**src/wdg_pkg.sv**
```systemverilog
// Function
// RL1: Software restarts counter before changing prescaler.
// RL2: Unused reset-cause bits 7..4 read zero.
// RL3: Watchdog reset sets its cause flag.
// RL4: Brown-out reset sets its cause flag.
// RL5: External reset sets its cause flag.
// RL6: Power-on flag cleared only by software zero.
// RL7: Software reads then clears cause flags early.
// RL8: Control register at 0x60 with fixed fields.
// RL9: Time-out flag set, cleared by vector or one.
// RL10: Interrupt needs global enable, enable and flag.
// RL11: Reset and interrupt enables select four modes.
// RL12: Programmed always-on fuse forces system reset mode.
// RL13: Vector in combined mode clears enable and flag.
// RL14: Second unserviced time-out in combined mode resets.
// RL15: Software re-arms interrupt enable after each interrupt.
// RL16: Change enable guards changes, self-clears after four.
// RL17: Reset enable stays set while watchdog flag set.
// RL18: Codes zero to nine give 2048 to 1048576 cycles.
// RL19: Unlock write, then configuration write within four cycles.
// RL20: Counter advances on the dedicated oscillator.
// RL21: Reset time-out gives one-cycle reset pulse.
// RL22: Restart instruction clears the counter.
// RL23: Oscillator and events are synchronised without loss.
// RL24: Reserved codes act as the longest period.
package wdg_pkg;

  // ==========================================================
  // Register map and layout.
  localparam logic [11:0] ADDR_CTRL  = 12'h060;
  localparam logic [11:0] ADDR_CAUSE = 12'h064;
  localparam logic [7:0]  CTRL_RST   = 8'h00;
  localparam logic [7:0]  CAUSE_RST  = 8'h01;

  // ==========================================================
  // Timing and counter sizes.
  localparam int unsigned OSC_FREQ_KHZ = 128;
  localparam logic [2:0]  CE_CYCLES    = 3'h4;
  localparam logic [3:0]  PRE_MAX      = 4'h9;
  localparam int unsigned CNT_W        = 21;

  // ==========================================================
  // Types.
  typedef enum logic [1:0] {
    MODE_STOP = 2'b00,
    MODE_IRQ  = 2'b01,
    MODE_RST  = 2'b10,
    MODE_BOTH = 2'b11
  } wdg_mode_t;

  typedef struct packed {
    logic       timeout_flag;
    logic       timeout_interrupt_enable;
    logic       prescaler_code_hi;
    logic       change_enable;
    logic       system_reset_enable;
    logic [2:0] prescaler_code_lo;
  } wdg_ctrl_t;

  typedef struct packed {
    logic [3:0] unused;
    logic       watchdog_reset_cause_flag;
    logic       brownout_cause_flag;
    logic       external_pin_cause_flag;
    logic       power_on_cause_flag;
  } wdg_cause_t;

endpackage

```
**src/wdg_top.sv**
```systemverilog
// The APB slave port was left to the implementer.
`timescale 1ns/1ps

// ==========================================================
// Two-flop synchroniser for levels from other domains.
module wdg_sync #(
  parameter int unsigned W = 1
) (
  input  wire logic         pclk,    // Core clock.
  input  wire logic         presetn, // Asynchronous reset, low.
  input  wire logic [W-1:0] din,     // Asynchronous level in.
  output logic      [W-1:0] dout     // Synchronised level.
);
  logic [W-1:0] meta_q;

  // Second flop only reads the first.
  always_ff @(posedge pclk or negedge presetn) begin
    if (!presetn) begin
      meta_q <= '0;
      dout   <= '0;
    end else begin
      meta_q <= din;
      dout   <= meta_q;
    end
  end
endmodule

// ==========================================================
// Watchdog with control/status and reset-cause registers.
module wdg_top import wdg_pkg::*; #(
  parameter int unsigned TIMEOUT_BASE = 2048
) (
  input  wire logic        pclk,              // Core clock, 250 MHz.
  input  wire logic        presetn,           // Power-on reset, low.
  input  wire logic        psel,              // APB select.
  input  wire logic        penable,           // APB enable.
  input  wire logic        pwrite,            // APB write.
  input  wire logic [11:0] paddr,             // APB byte address.
  input  wire logic [31:0] pwdata,            // APB write data.
  output logic      [31:0] prdata,            // APB read data.
  output logic             pready,            // APB ready.
  output logic             pslverr,           // APB error.
  input  wire logic        osc_clk_in,        // Watchdog oscillator.
  input  wire logic        always_on_fuse,    // Fuse, 0 programmed.
  input  wire logic        global_int_enable, // Core status I bit.
  input  wire logic        vector_exec,       // Vector taken, pulse.
  input  wire logic        restart_exec,      // Restart instr, pulse.
  input  wire logic        brownout_reset,    // Brown-out level.
  input  wire logic        external_reset,    // External pin level.
  output logic             irq_req,           // Interrupt request.
  output logic             sys_reset_pulse    // System reset pulse.
);

  // ==========================================================
  // Synchronisers and edge detection.
  logic [3:0] sync_w;
  logic       osc_prev_q;
  logic       bor_prev_q;
  logic       ext_prev_q;
  logic       osc_rise;
  logic       bor_rise;
  logic       ext_rise;
  logic       fuse_prog;

  wdg_sync #(.W(4)) u_sync (
    .pclk    (pclk),
    .presetn (presetn),
    .din     ({osc_clk_in, always_on_fuse, brownout_reset, external_reset}),
    .dout    (sync_w)
  );

  // Previous synchronised levels for edge detection.
  always_ff @(posedge pclk or negedge presetn) begin
    if (!presetn) begin
      osc_prev_q <= 1'b0;
      bor_prev_q <= 1'b0;
      ext_prev_q <= 1'b0;
    end else begin
      osc_prev_q <= sync_w[3];
      bor_prev_q <= sync_w[1];
      ext_prev_q <= sync_w[0];
    end
  end

  assign osc_rise  = sync_w[3] & ~osc_prev_q; // RL20 RL23
  assign bor_rise  = sync_w[1] & ~bor_prev_q; // RL23
  assign ext_rise  = sync_w[0] & ~ext_prev_q; // RL23
  assign fuse_prog = ~sync_w[2];

  // ==========================================================
  // APB decode.
  logic       apb_wr;
  logic       wr_ctrl;
  logic       wr_cause;
  logic       rd_setup;
  wdg_ctrl_t  w;
  wdg_ctrl_t  ctrl_view;
  wdg_cause_t cause_q;

  assign pready   = 1'b1;
  assign apb_wr   = psel & penable & pwrite;
  assign wr_ctrl  = apb_wr & (paddr == ADDR_CTRL);
  assign wr_cause = apb_wr & (paddr == ADDR_CAUSE);
  assign rd_setup = psel & ~penable & ~pwrite;
  assign w        = wdg_ctrl_t'(pwdata[7:0]);

  // Error answer in the access phase for addresses outside the map.
  always_comb begin
    pslverr = psel & penable;
    if (paddr == ADDR_CTRL || paddr == ADDR_CAUSE) begin
      pslverr = 1'b0;
    end
  end

  // Read data is captured in the setup cycle.
  always_ff @(posedge pclk or negedge presetn) begin
    if (!presetn) begin
      prdata <= 32'h0000_0000;
    end else if (rd_setup) begin
      if (paddr == ADDR_CTRL) begin
        prdata <= {24'h00_0000, ctrl_view}; // RL8
      end else if (paddr == ADDR_CAUSE) begin
        prdata <= {24'h00_0000, 4'h0, cause_q[3:0]}; // RL2
      end else begin
        prdata <= 32'h0000_0000;
      end
    end
  end

  // ==========================================================
  // Change-enable window.
  logic [2:0] ce_cnt_q;
  logic       ce_active;
  logic       cfg_write;

  assign ce_active = ce_cnt_q != 3'h0;
  assign cfg_write = wr_ctrl & ce_active & ~w.change_enable; // RL19

  // Unlock opens a four-cycle window; the config write closes it.
  always_ff @(posedge pclk or negedge presetn) begin
    if (!presetn) begin
      ce_cnt_q <= 3'h0;
    end else if (wr_ctrl && w.change_enable && w.system_reset_enable) begin
      ce_cnt_q <= CE_CYCLES; // RL16 RL19
    end else if (cfg_write) begin
      ce_cnt_q <= 3'h0;
    end else if (ce_active) begin
      ce_cnt_q <= ce_cnt_q - 3'h1; // RL16
    end
  end

  // ==========================================================
  // Control fields.
  logic       wde_q;
  logic       timeout_interrupt_enable_q;
  logic       timeout_flag_q;
  logic [3:0] pre_q;
  logic       wde_eff;
  logic       timeout_interrupt_enable_eff;
  logic       irq_set;
  logic       rst_fire;
  logic       tmo;
  wdg_mode_t  mode;

  assign wde_eff  = wde_q | cause_q.watchdog_reset_cause_flag | fuse_prog; // RL17 RL12
  assign timeout_interrupt_enable_eff = timeout_interrupt_enable_q & ~fuse_prog; // RL12

  // Reset enable sets freely; clearing needs the window and no cause flag.
  always_ff @(posedge pclk or negedge presetn) begin
    if (!presetn) begin
      wde_q <= 1'b0;
    end else if (wr_ctrl && w.system_reset_enable) begin
      wde_q <= 1'b1;
    end else if (cfg_write && !cause_q.watchdog_reset_cause_flag) begin
      wde_q <= 1'b0; // RL16 RL17
    end
  end

  // Prescaler changes only inside the window.
  always_ff @(posedge pclk or negedge presetn) begin
    if (!presetn) begin
      pre_q <= 4'h0;
    end else if (cfg_write) begin
      pre_q <= {w.prescaler_code_hi, w.prescaler_code_lo}; // RL16
    end
  end

  // Vector in combined mode drops the interrupt enable.
  always_ff @(posedge pclk or negedge presetn) begin
    if (!presetn) begin
      timeout_interrupt_enable_q <= 1'b0;
    end else if (wr_ctrl) begin
      timeout_interrupt_enable_q <= w.timeout_interrupt_enable;
    end else if (vector_exec && mode == MODE_BOTH) begin
      timeout_interrupt_enable_q <= 1'b0; // RL13
    end
  end

  // Time-out flag: a set in the same cycle beats any clear.
  always_ff @(posedge pclk or negedge presetn) begin
    if (!presetn) begin
      timeout_flag_q <= 1'b0;
    end else if (irq_set) begin
      timeout_flag_q <= 1'b1; // RL9
    end else if ((wr_ctrl && w.timeout_flag) || vector_exec) begin
      timeout_flag_q <= 1'b0; // RL9 RL13
    end
  end

  // Read view of the control register, with the effective enables.
  assign ctrl_view = '{timeout_flag_q, timeout_interrupt_enable_eff, pre_q[3], ce_active, wde_eff, pre_q[2:0]}; // RL8

  // ==========================================================
  // Mode, counter and time-out.
  logic [CNT_W-1:0] cnt_q;
  logic [CNT_W-1:0] limit;
  logic [3:0]       pre_eff;

  assign mode    = fuse_prog ? MODE_RST : wdg_mode_t'({wde_eff, timeout_interrupt_enable_q}); // RL11 RL12
  assign pre_eff = (pre_q > PRE_MAX) ? PRE_MAX : pre_q; // RL24
  assign limit   = CNT_W'(TIMEOUT_BASE) << pre_eff; // RL18
  assign tmo     = osc_rise & (cnt_q >= limit - CNT_W'(1)) & (mode != MODE_STOP);
  assign irq_set  = tmo & ((mode == MODE_IRQ) | ((mode == MODE_BOTH) & ~timeout_flag_q));
  assign rst_fire = tmo & ((mode == MODE_RST) | ((mode == MODE_BOTH) & timeout_flag_q)); // RL14

  // Counter runs on oscillator edges; restart, stop or a time-out clears it.
  always_ff @(posedge pclk or negedge presetn) begin
    if (!presetn) begin
      cnt_q <= '0;
    end else if (restart_exec || mode == MODE_STOP || tmo) begin
      cnt_q <= '0; // RL22
    end else if (osc_rise) begin
      cnt_q <= cnt_q + CNT_W'(1); // RL20
    end
  end

  // One-cycle system reset pulse.
  always_ff @(posedge pclk or negedge presetn) begin
    if (!presetn) begin
      sys_reset_pulse <= 1'b0;
    end else begin
      sys_reset_pulse <= rst_fire; // RL21
    end
  end

  assign irq_req = global_int_enable & timeout_interrupt_enable_eff & timeout_flag_q; // RL10

  // ==========================================================
  // Reset-cause flags: a set beats a software clear.
  always_ff @(posedge pclk or negedge presetn) begin
    if (!presetn) begin
      cause_q <= wdg_cause_t'(CAUSE_RST); // RL6
    end else begin
      cause_q.unused <= 4'h0;
      if (sys_reset_pulse) begin
        cause_q.watchdog_reset_cause_flag <= 1'b1; // RL3
      end else if (wr_cause && !pwdata[3]) begin
        cause_q.watchdog_reset_cause_flag <= 1'b0;
      end
      if (bor_rise) begin
        cause_q.brownout_cause_flag <= 1'b1; // RL4
      end else if (wr_cause && !pwdata[2]) begin
        cause_q.brownout_cause_flag <= 1'b0;
      end
      if (ext_rise) begin
        cause_q.external_pin_cause_flag <= 1'b1; // RL5
      end else if (wr_cause && !pwdata[1]) begin
        cause_q.external_pin_cause_flag <= 1'b0;
      end
      if (wr_cause && !pwdata[0]) begin
        cause_q.power_on_cause_flag <= 1'b0; // RL6
      end
    end
  end
endmodule

```
**config.mk**
```make
export PLATFORM = sky130hd
export DESIGN_NAME = wdg_top
export DESIGN_NICKNAME = d
export VERILOG_FILES = /design/src/wdg_pkg.sv /design/src/wdg_top.sv
export SDC_FILE = /design/constraint.sdc
export NUM_CORES = 1
export LEC_CHECK = 0
export BUFFER_PORTS_ARGS = -buffer_cell sky130_fd_sc_hd__buf_2
export CAP_MARGIN = 10
export CORE_MARGIN = 4
export CORE_UTILIZATION = 35
export CTS_BUF_LIST = sky130_fd_sc_hd__clkbuf_4 sky130_fd_sc_hd__clkbuf_8 sky130_fd_sc_hd__clkbuf_16
export DETAILED_ROUTE_END_ITERATION = 12
export GPL_TIMING_DRIVEN = 1
export SETUP_SLACK_MARGIN = 0.05
export SYNTH_ARGS = -nofsm -noshare
export SYNTH_HDL_FRONTEND = slang
export SYNTH_SLANG_ARGS = --single-unit
export TNS_END_PERCENT = 10
```
**constraint.sdc**
```tcl
create_clock -name pclk -period 4.2 [get_ports pclk]
set_input_delay 0.84 -clock pclk [delete_from_list [all_inputs] [get_ports pclk]]
set_output_delay 0.84 -clock pclk [all_outputs]
set_load 0.005 [all_outputs]
```
# [After elaboration in Yosys (flattened, before gate mapping)]
# Index checks and enable logic that the tools add are counted.
[classes] n_div=0 n_shift=1 n_bitwise=32 muxes=22 reduce_logical=30 multipliers=0 n_addsub=3 order_cmp=2 eq_ne=5
[ops] operator="$mux 21" count=2
[ops] operator="$eq 12x7->1 const B" count=2
[ops] operator="$add 21x1->21 const B" count=1
[ops] operator="$ge 21x21->1" count=1
[ops] operator="$shl 12x4->21 const A" count=1
[ops] operator="$sub 21x1->21 const B" count=1
[ops] operator="$and 1x1->1" count=20
[ops] operator="$reduce_bool 2->1" count=8
[ops] operator="$mux 1" count=13
[ops] operator="$logic_and 1x1->1" count=10
[ops] operator="$mux 3" count=3
[ops] operator="$mux 4" count=2
[ops] operator="$mux 8" count=1
[ops] operator="$not 1->1" count=8
[ops] operator="$reduce_bool 3->1" count=2
[ops] operator="$logic_not 1->1" count=5
[ops] operator="$eq 2x2->1 const B" count=2
[ops] operator="$gt 4x4->1 const B" count=1
[ops] operator="$logic_or 1x1->1" count=4
[ops] operator="$or 1x1->1" count=4
[ops] operator="$sub 3x1->3 const B" count=1
[ops] operator="$eq 2x1->1 const B" count=1
[ops] operator="$logic_not 2->1" count=1
[ops] operator="$mux 2" count=1
[word_totals] in_bits=56 mem_bits_ro=0 ramBits=0 out_inout_bits=36 elab_cells=112 mem_count=0 register_bits=79 latchBits=0

# [Longest topological paths before layout]
[logic_depth] depth_word=9 ltp_mapped=14 ltp_nobuf=12

# [Modules after synthesis]
# A second synthesis with hierarchy kept.
[unflattened] hier_cells=312 area_unflattened_um2=3074.2
[by_module_without_submodules] module="wdg_top" area_each_um2=2874.0 n_inst=1 cells_per_inst=304
[by_module_without_submodules] module="wdg_sync" area_each_um2=200.2 n_inst=1 cells_per_inst=8

# [Least setup slack after synthesis]
# Ideal clock, no wire load.
[synth_path] path_type="register -> register" start="reg pre_q[3]" end="reg cnt_q[15]" synth_period_minus_slack_ns=2.791 setup_ns=0.136 stages_incl_launch_ff=15 setup_slack_ns=1.409 t_arrival_ns=2.655 path_buffers=2 required_ns=4.064 cell_sequence="dfrtp_1 > clkbuf_1 > nor3_1 > nand2b_1 > ha_1 > nor3_1 > a21o_1 > a32oi_1 > ha_1 > nand4_1 > nor3_2 > a21oi_1 > a21oi_4 > buf_6 > nor3_1"
[synth_via] elab_chain_cells=9 elab_cells_between_ends=10 classes_between="add/sub (1); order compare (2); shift (1); mux (2); bitwise (2); reduce/logical (2)"
[synth_rtl] element="from (decl)" line="wdg_top.sv:157" source="logic [3:0] pre_q;"
[synth_rtl] element="from (signal assigned)" line="wdg_top.sv:184" source="pre_q <= {w.prescaler_code_hi, w.prescaler_code_lo};"
[synth_rtl] element="$gt 4x4->1" line="wdg_top.sv:220" source="assign pre_eff = (pre_q > PRE_MAX) ? PRE_MAX : pre_q;"
[synth_rtl] element="$mux 4 *" line="wdg_top.sv:220"
[synth_rtl] element="$shl 12x4->21 *" line="wdg_top.sv:221" source="assign limit = CNT_W'(TIMEOUT_BASE) << pre_eff;"
[synth_rtl] element="$sub 21x1->21 *" line="wdg_top.sv:222" source="assign tmo = osc_rise & (cnt_q >= limit - CNT_W'(1)) & (mode != MODE_STOP);"
[synth_rtl] element="$ge 21x21->1 *" line="wdg_top.sv:222"
[synth_rtl] element="$and 1x1->1 * (2 in series)" line="wdg_top.sv:222"
[synth_rtl] element="$logic_or 1x1->1 *" line="wdg_top.sv:230" source="end else if (restart_exec || mode == MODE_STOP || tmo) begin"
[synth_rtl] element="$mux 21 / $reduce_bool 2->1 (equally long branches)"
[synth_rtl] element="to (signal assigned)" line="wdg_top.sv:233" source="cnt_q <= cnt_q + CNT_W'(1);"
[synth_rtl] element="to (decl)" line="wdg_top.sv:215" source="logic [CNT_W-1:0] cnt_q;"
# Every way passes the cells marked *; elsewhere a longest branch is shown, timed or not.
# A chain may end at the register's enable or synchronous reset.

# [Worst setup path in the final report]
[layout_path] start="reg pre_q[3]" end="reg cnt_q[6]"
# The elaborated chain is that of the path after synthesis.

==> impl_metrics.py <==
metrics = {
    "power_and_ir_drop": {
        "peakVddDrop_v": 0.0001789,
        "power.total_uw": 996.2,
        "seq_power_share_pct": 56.9,
        "p_per_area_nw_per_um2": 295.5,
        "switching_share_pct": 26.98,
        "p_comb_share_pct": 12.4,
        "power.internal_uw": 727.4,
        "power_frac_clock_pct": 30.7,
        "p_sw_uw": 268.7,
        "p_leak_nw": 1.567,
    },
    "worst_hold_path": {
        "holdPathStages": 0,
        "hold_path.startpoint": "u_sync.meta_q[2]",
        "hold_end": "u_sync.dout[2]",
        "hold_path.class": "reg -> reg",
    },
    "clocking": {
        "cts_resized": 0,
        "clk_pin_slew_ns": 0.11,
        "clkLatencyLatePin_ns": 0.31,
        "clockBufferDepth": 2,
        "cts_tree": "built",
        "hold_buffers": 0,
        "htreeDepth": 2,
        "cts.sinks": 55,
        "root_buffer": "clkbuf_8",
        "cts_buffers": 5,
        "post_cts_buffers": 0,
    },
    "job": {
        "maxCapViolCount": 0,
    },
    "grt": {
        "grt_pass1_wl_um": 10700,
        "grtUsageTotal_pct": 12.85,
        "antenna_found_initial": 0,
        "grt_start_max_net_pins": 40,
        "grt-ovfl-total": 0,
        "grt_pass1_vias": 2233,
    },
    "yosys": {
        "syn_area_um2": 3073,
        "avgSynthCellArea_um2": 9.849,
        "synth_area_leaders": "dfrtp_1, buf_4, ha_1, nor3_1, xnor2_1",
        "synthArstFlopShare_pct": 100.0,
        "yosysTopAreaCell": "dfrtp_1",
        "synthFlopType": "dfrtp_1",
        "synth_edf_count": 0,
        "synth_seq_area_share_pct": 44.83,
        "synth_cell_type_count": 49,
        "synth_top_area_share_pct": 43.97,
        "synthCells": 312,
        "ys_ff_latch": 55,
        "synth_warnings": 0,
    },
    "timing": {
        "setup_violations": 0,
        "drv_slew": 0,
        "rsz0062_at_grt": "false",
        "finalCriticalPeriod_ns": 3.219,
        "worstMarginPinSlew_ns": 0.8805,
        "hold_viol_final": 0,
        "max_slew_margin_pct": 41.30,
        "whs_ns": 0.3583,
        "finalClockSkew_ns": 0.01492,
        "clock.fmax_mhz": 310.6,
        "timing.final.crit_share_pct": 76.65,
        "finalSetupTns_ns": 0,
    },
    "final_layout": {
        "final_cell_mix": "dfrtp_1, buf_2, nor3_1, conb_1, nand2_1",
        "stdcell_count": 457,
        "nNetsFinal": 421,
        "fillerInstances": 827,
        "final_common_cell": "dfrtp_1",
        "multi_input_area_um2": 1501,
        "final-seq-area_um2": 1378,
        "drive_gt1_share_pct": 18.47,
        "antenna_cells": 0,
        "syn2layout_area_growth_pct": 9.690,
    },
    "die": {
        "ios": 92,
        "num_rows": 33,
        "die_x_um": 101.7,
        "start_util_pct": 36.66,
        "dieArea_um2": 10340,
        "die_h_um": 101.7,
        "coreArea_um2": 8382,
    },
    "critical_path": {
        "cp.required_ns": 4.37,
        "rr_endpoint": "cnt_q[6]",
        "ff2ff_path_depth": 12,
        "crit_type": "reg -> reg",
        "worst_setup_path_start_kind": "flip-flop",
        "r2r_slack_ns": 0.98,
        "path_max_fanout": 17,
        "r2r_start": "pre_q[3]",
        "arrival_ns": 3.39,
        "cp-end-kind": "flip-flop",
    },
    "place": {
        "placed_cells": 449,
        "hpwlAfterDp_um": 4738,
        "port_buffers": 42,
        "place_congestion": 0.7887,
    },
    "route": {
        "drt-initial-drc-count": 88,
        "wl_per_cell_um": 13.65,
        "antenna_left": 0,
        "drt-pass1-iter-count": 4,
        "wl_um": 6239,
        "vias": 2289,
        "drc": 0,
        "drt-vias-per-instance": 5.009,
    },
    "status": {
        "status": "finished, final reports clean",
    },
}
## cells in the mapped netlist, types with 3 or more instances
cell,number
inv_1,11
nand2_1,24
and3_1,4
buf_4,26
clkbuf_1,7
o21ai_0,14
xnor2_1,11
nand4_1,6
and4_1,4
o31ai_1,5
a21o_1,3
a21oi_1,11
nand3_1,17
nor2b_1,4
ha_1,14
nor3_1,26
nand2b_1,4
a22o_1,3
xor2_1,7
nor2_1,14
mux2_2,4
dfrtp_1,54
mux2i_1,4
## worst max-delay path by stage
stage	slack, ns	depth (start not counted)	start	endpoint
6_report	0.98	12	pre_q[3]	cnt_q[6]
3_3_place_gp	1.01	12	pre_q[3]	cnt_q[14]
5_1_grt	0.70	12	pre_q[3]	cnt_q[4]
4_1_cts	0.94	12	pre_q[3]	cnt_q[4]
2_1_floorplan	1.41	14	pre_q[3]	cnt_q[15]
3_5_place_dp	0.97	12	pre_q[3]	cnt_q[4]
## sequential cells by signal, summed over array words and instances (netlist names), 3 cells and up
register       count
u_sync.meta_q      4
ce_cnt_q           3
pre_q              4
prdata             8
cnt_q             21
cause_q            4
u_sync.dout        4
## critical path, cell delays in order (launching register included)
cell      delay (ns)
dfrtp_1         0.50
nor3_1          0.27
nand2b_1        0.11
ha_1            0.24
nor3_1          0.15
a21o_1          0.10
a32oi_1         0.10
ha_1            0.29
nand4_1         0.11
nor3_2          0.31
a21oi_1         0.30
a21oi_4         0.49
nor3_1          0.10
## power by group through the flow
stage	registers (mW)	logic (mW)	clock network (mW)
after floorplan	0.574	0.0990	0
after global placement	0.576	0.121	0
after detailed placement	0.578	0.127	0
after CTS	0.567	0.127	0.320
after global routing	0.570	0.146	0.343
final	0.566	0.124	0.306
## stage by stage
step / util [%] / setup WS (ns) / instance area [um2]
2_1_floorplan: - / 1.409 / 3163
3_3_place_gp: 39.10 / 1.010 / 3277
3_5_place_dp: 39.10 / 0.9745 / 3277
4_1_cts: 40.22 / 0.9426 / 3371
5_1_grt: 40.22 / 0.6992 / 3371
6_report: 40.22 / 0.9805 / 3371
## cell type report
class	instances	area share, %
clock buffer	5	2.042
clock inverter	3	0.7424
inverter	11	1.225
multi-input combinational	234	44.54
sequential	55	40.87
tap	105	3.898
timing repair buffer	44	6.682
## kinds of logic (layout without fill, tap and decap cells)
kind of cell	count (synthesis)	after routing	share of synthesized area, %
simple gates	120	120	21.74
compound gates	48	48	10.34
flops	55	55	44.83
mux	8	8	2.769
fa+ha+maj	14	14	5.700
other cells	2	26	0.2444
buf+inv	47	63	9.243
xor+xnor	18	18	5.130
## metal layers
metal,part of all wire [%],track usage (%)
met2,48,20.57
met1,45,17.91
met4,1.2,3.579
met3,4.9,2.273
met5,0,0
Power figures use the tool's default switching activity.
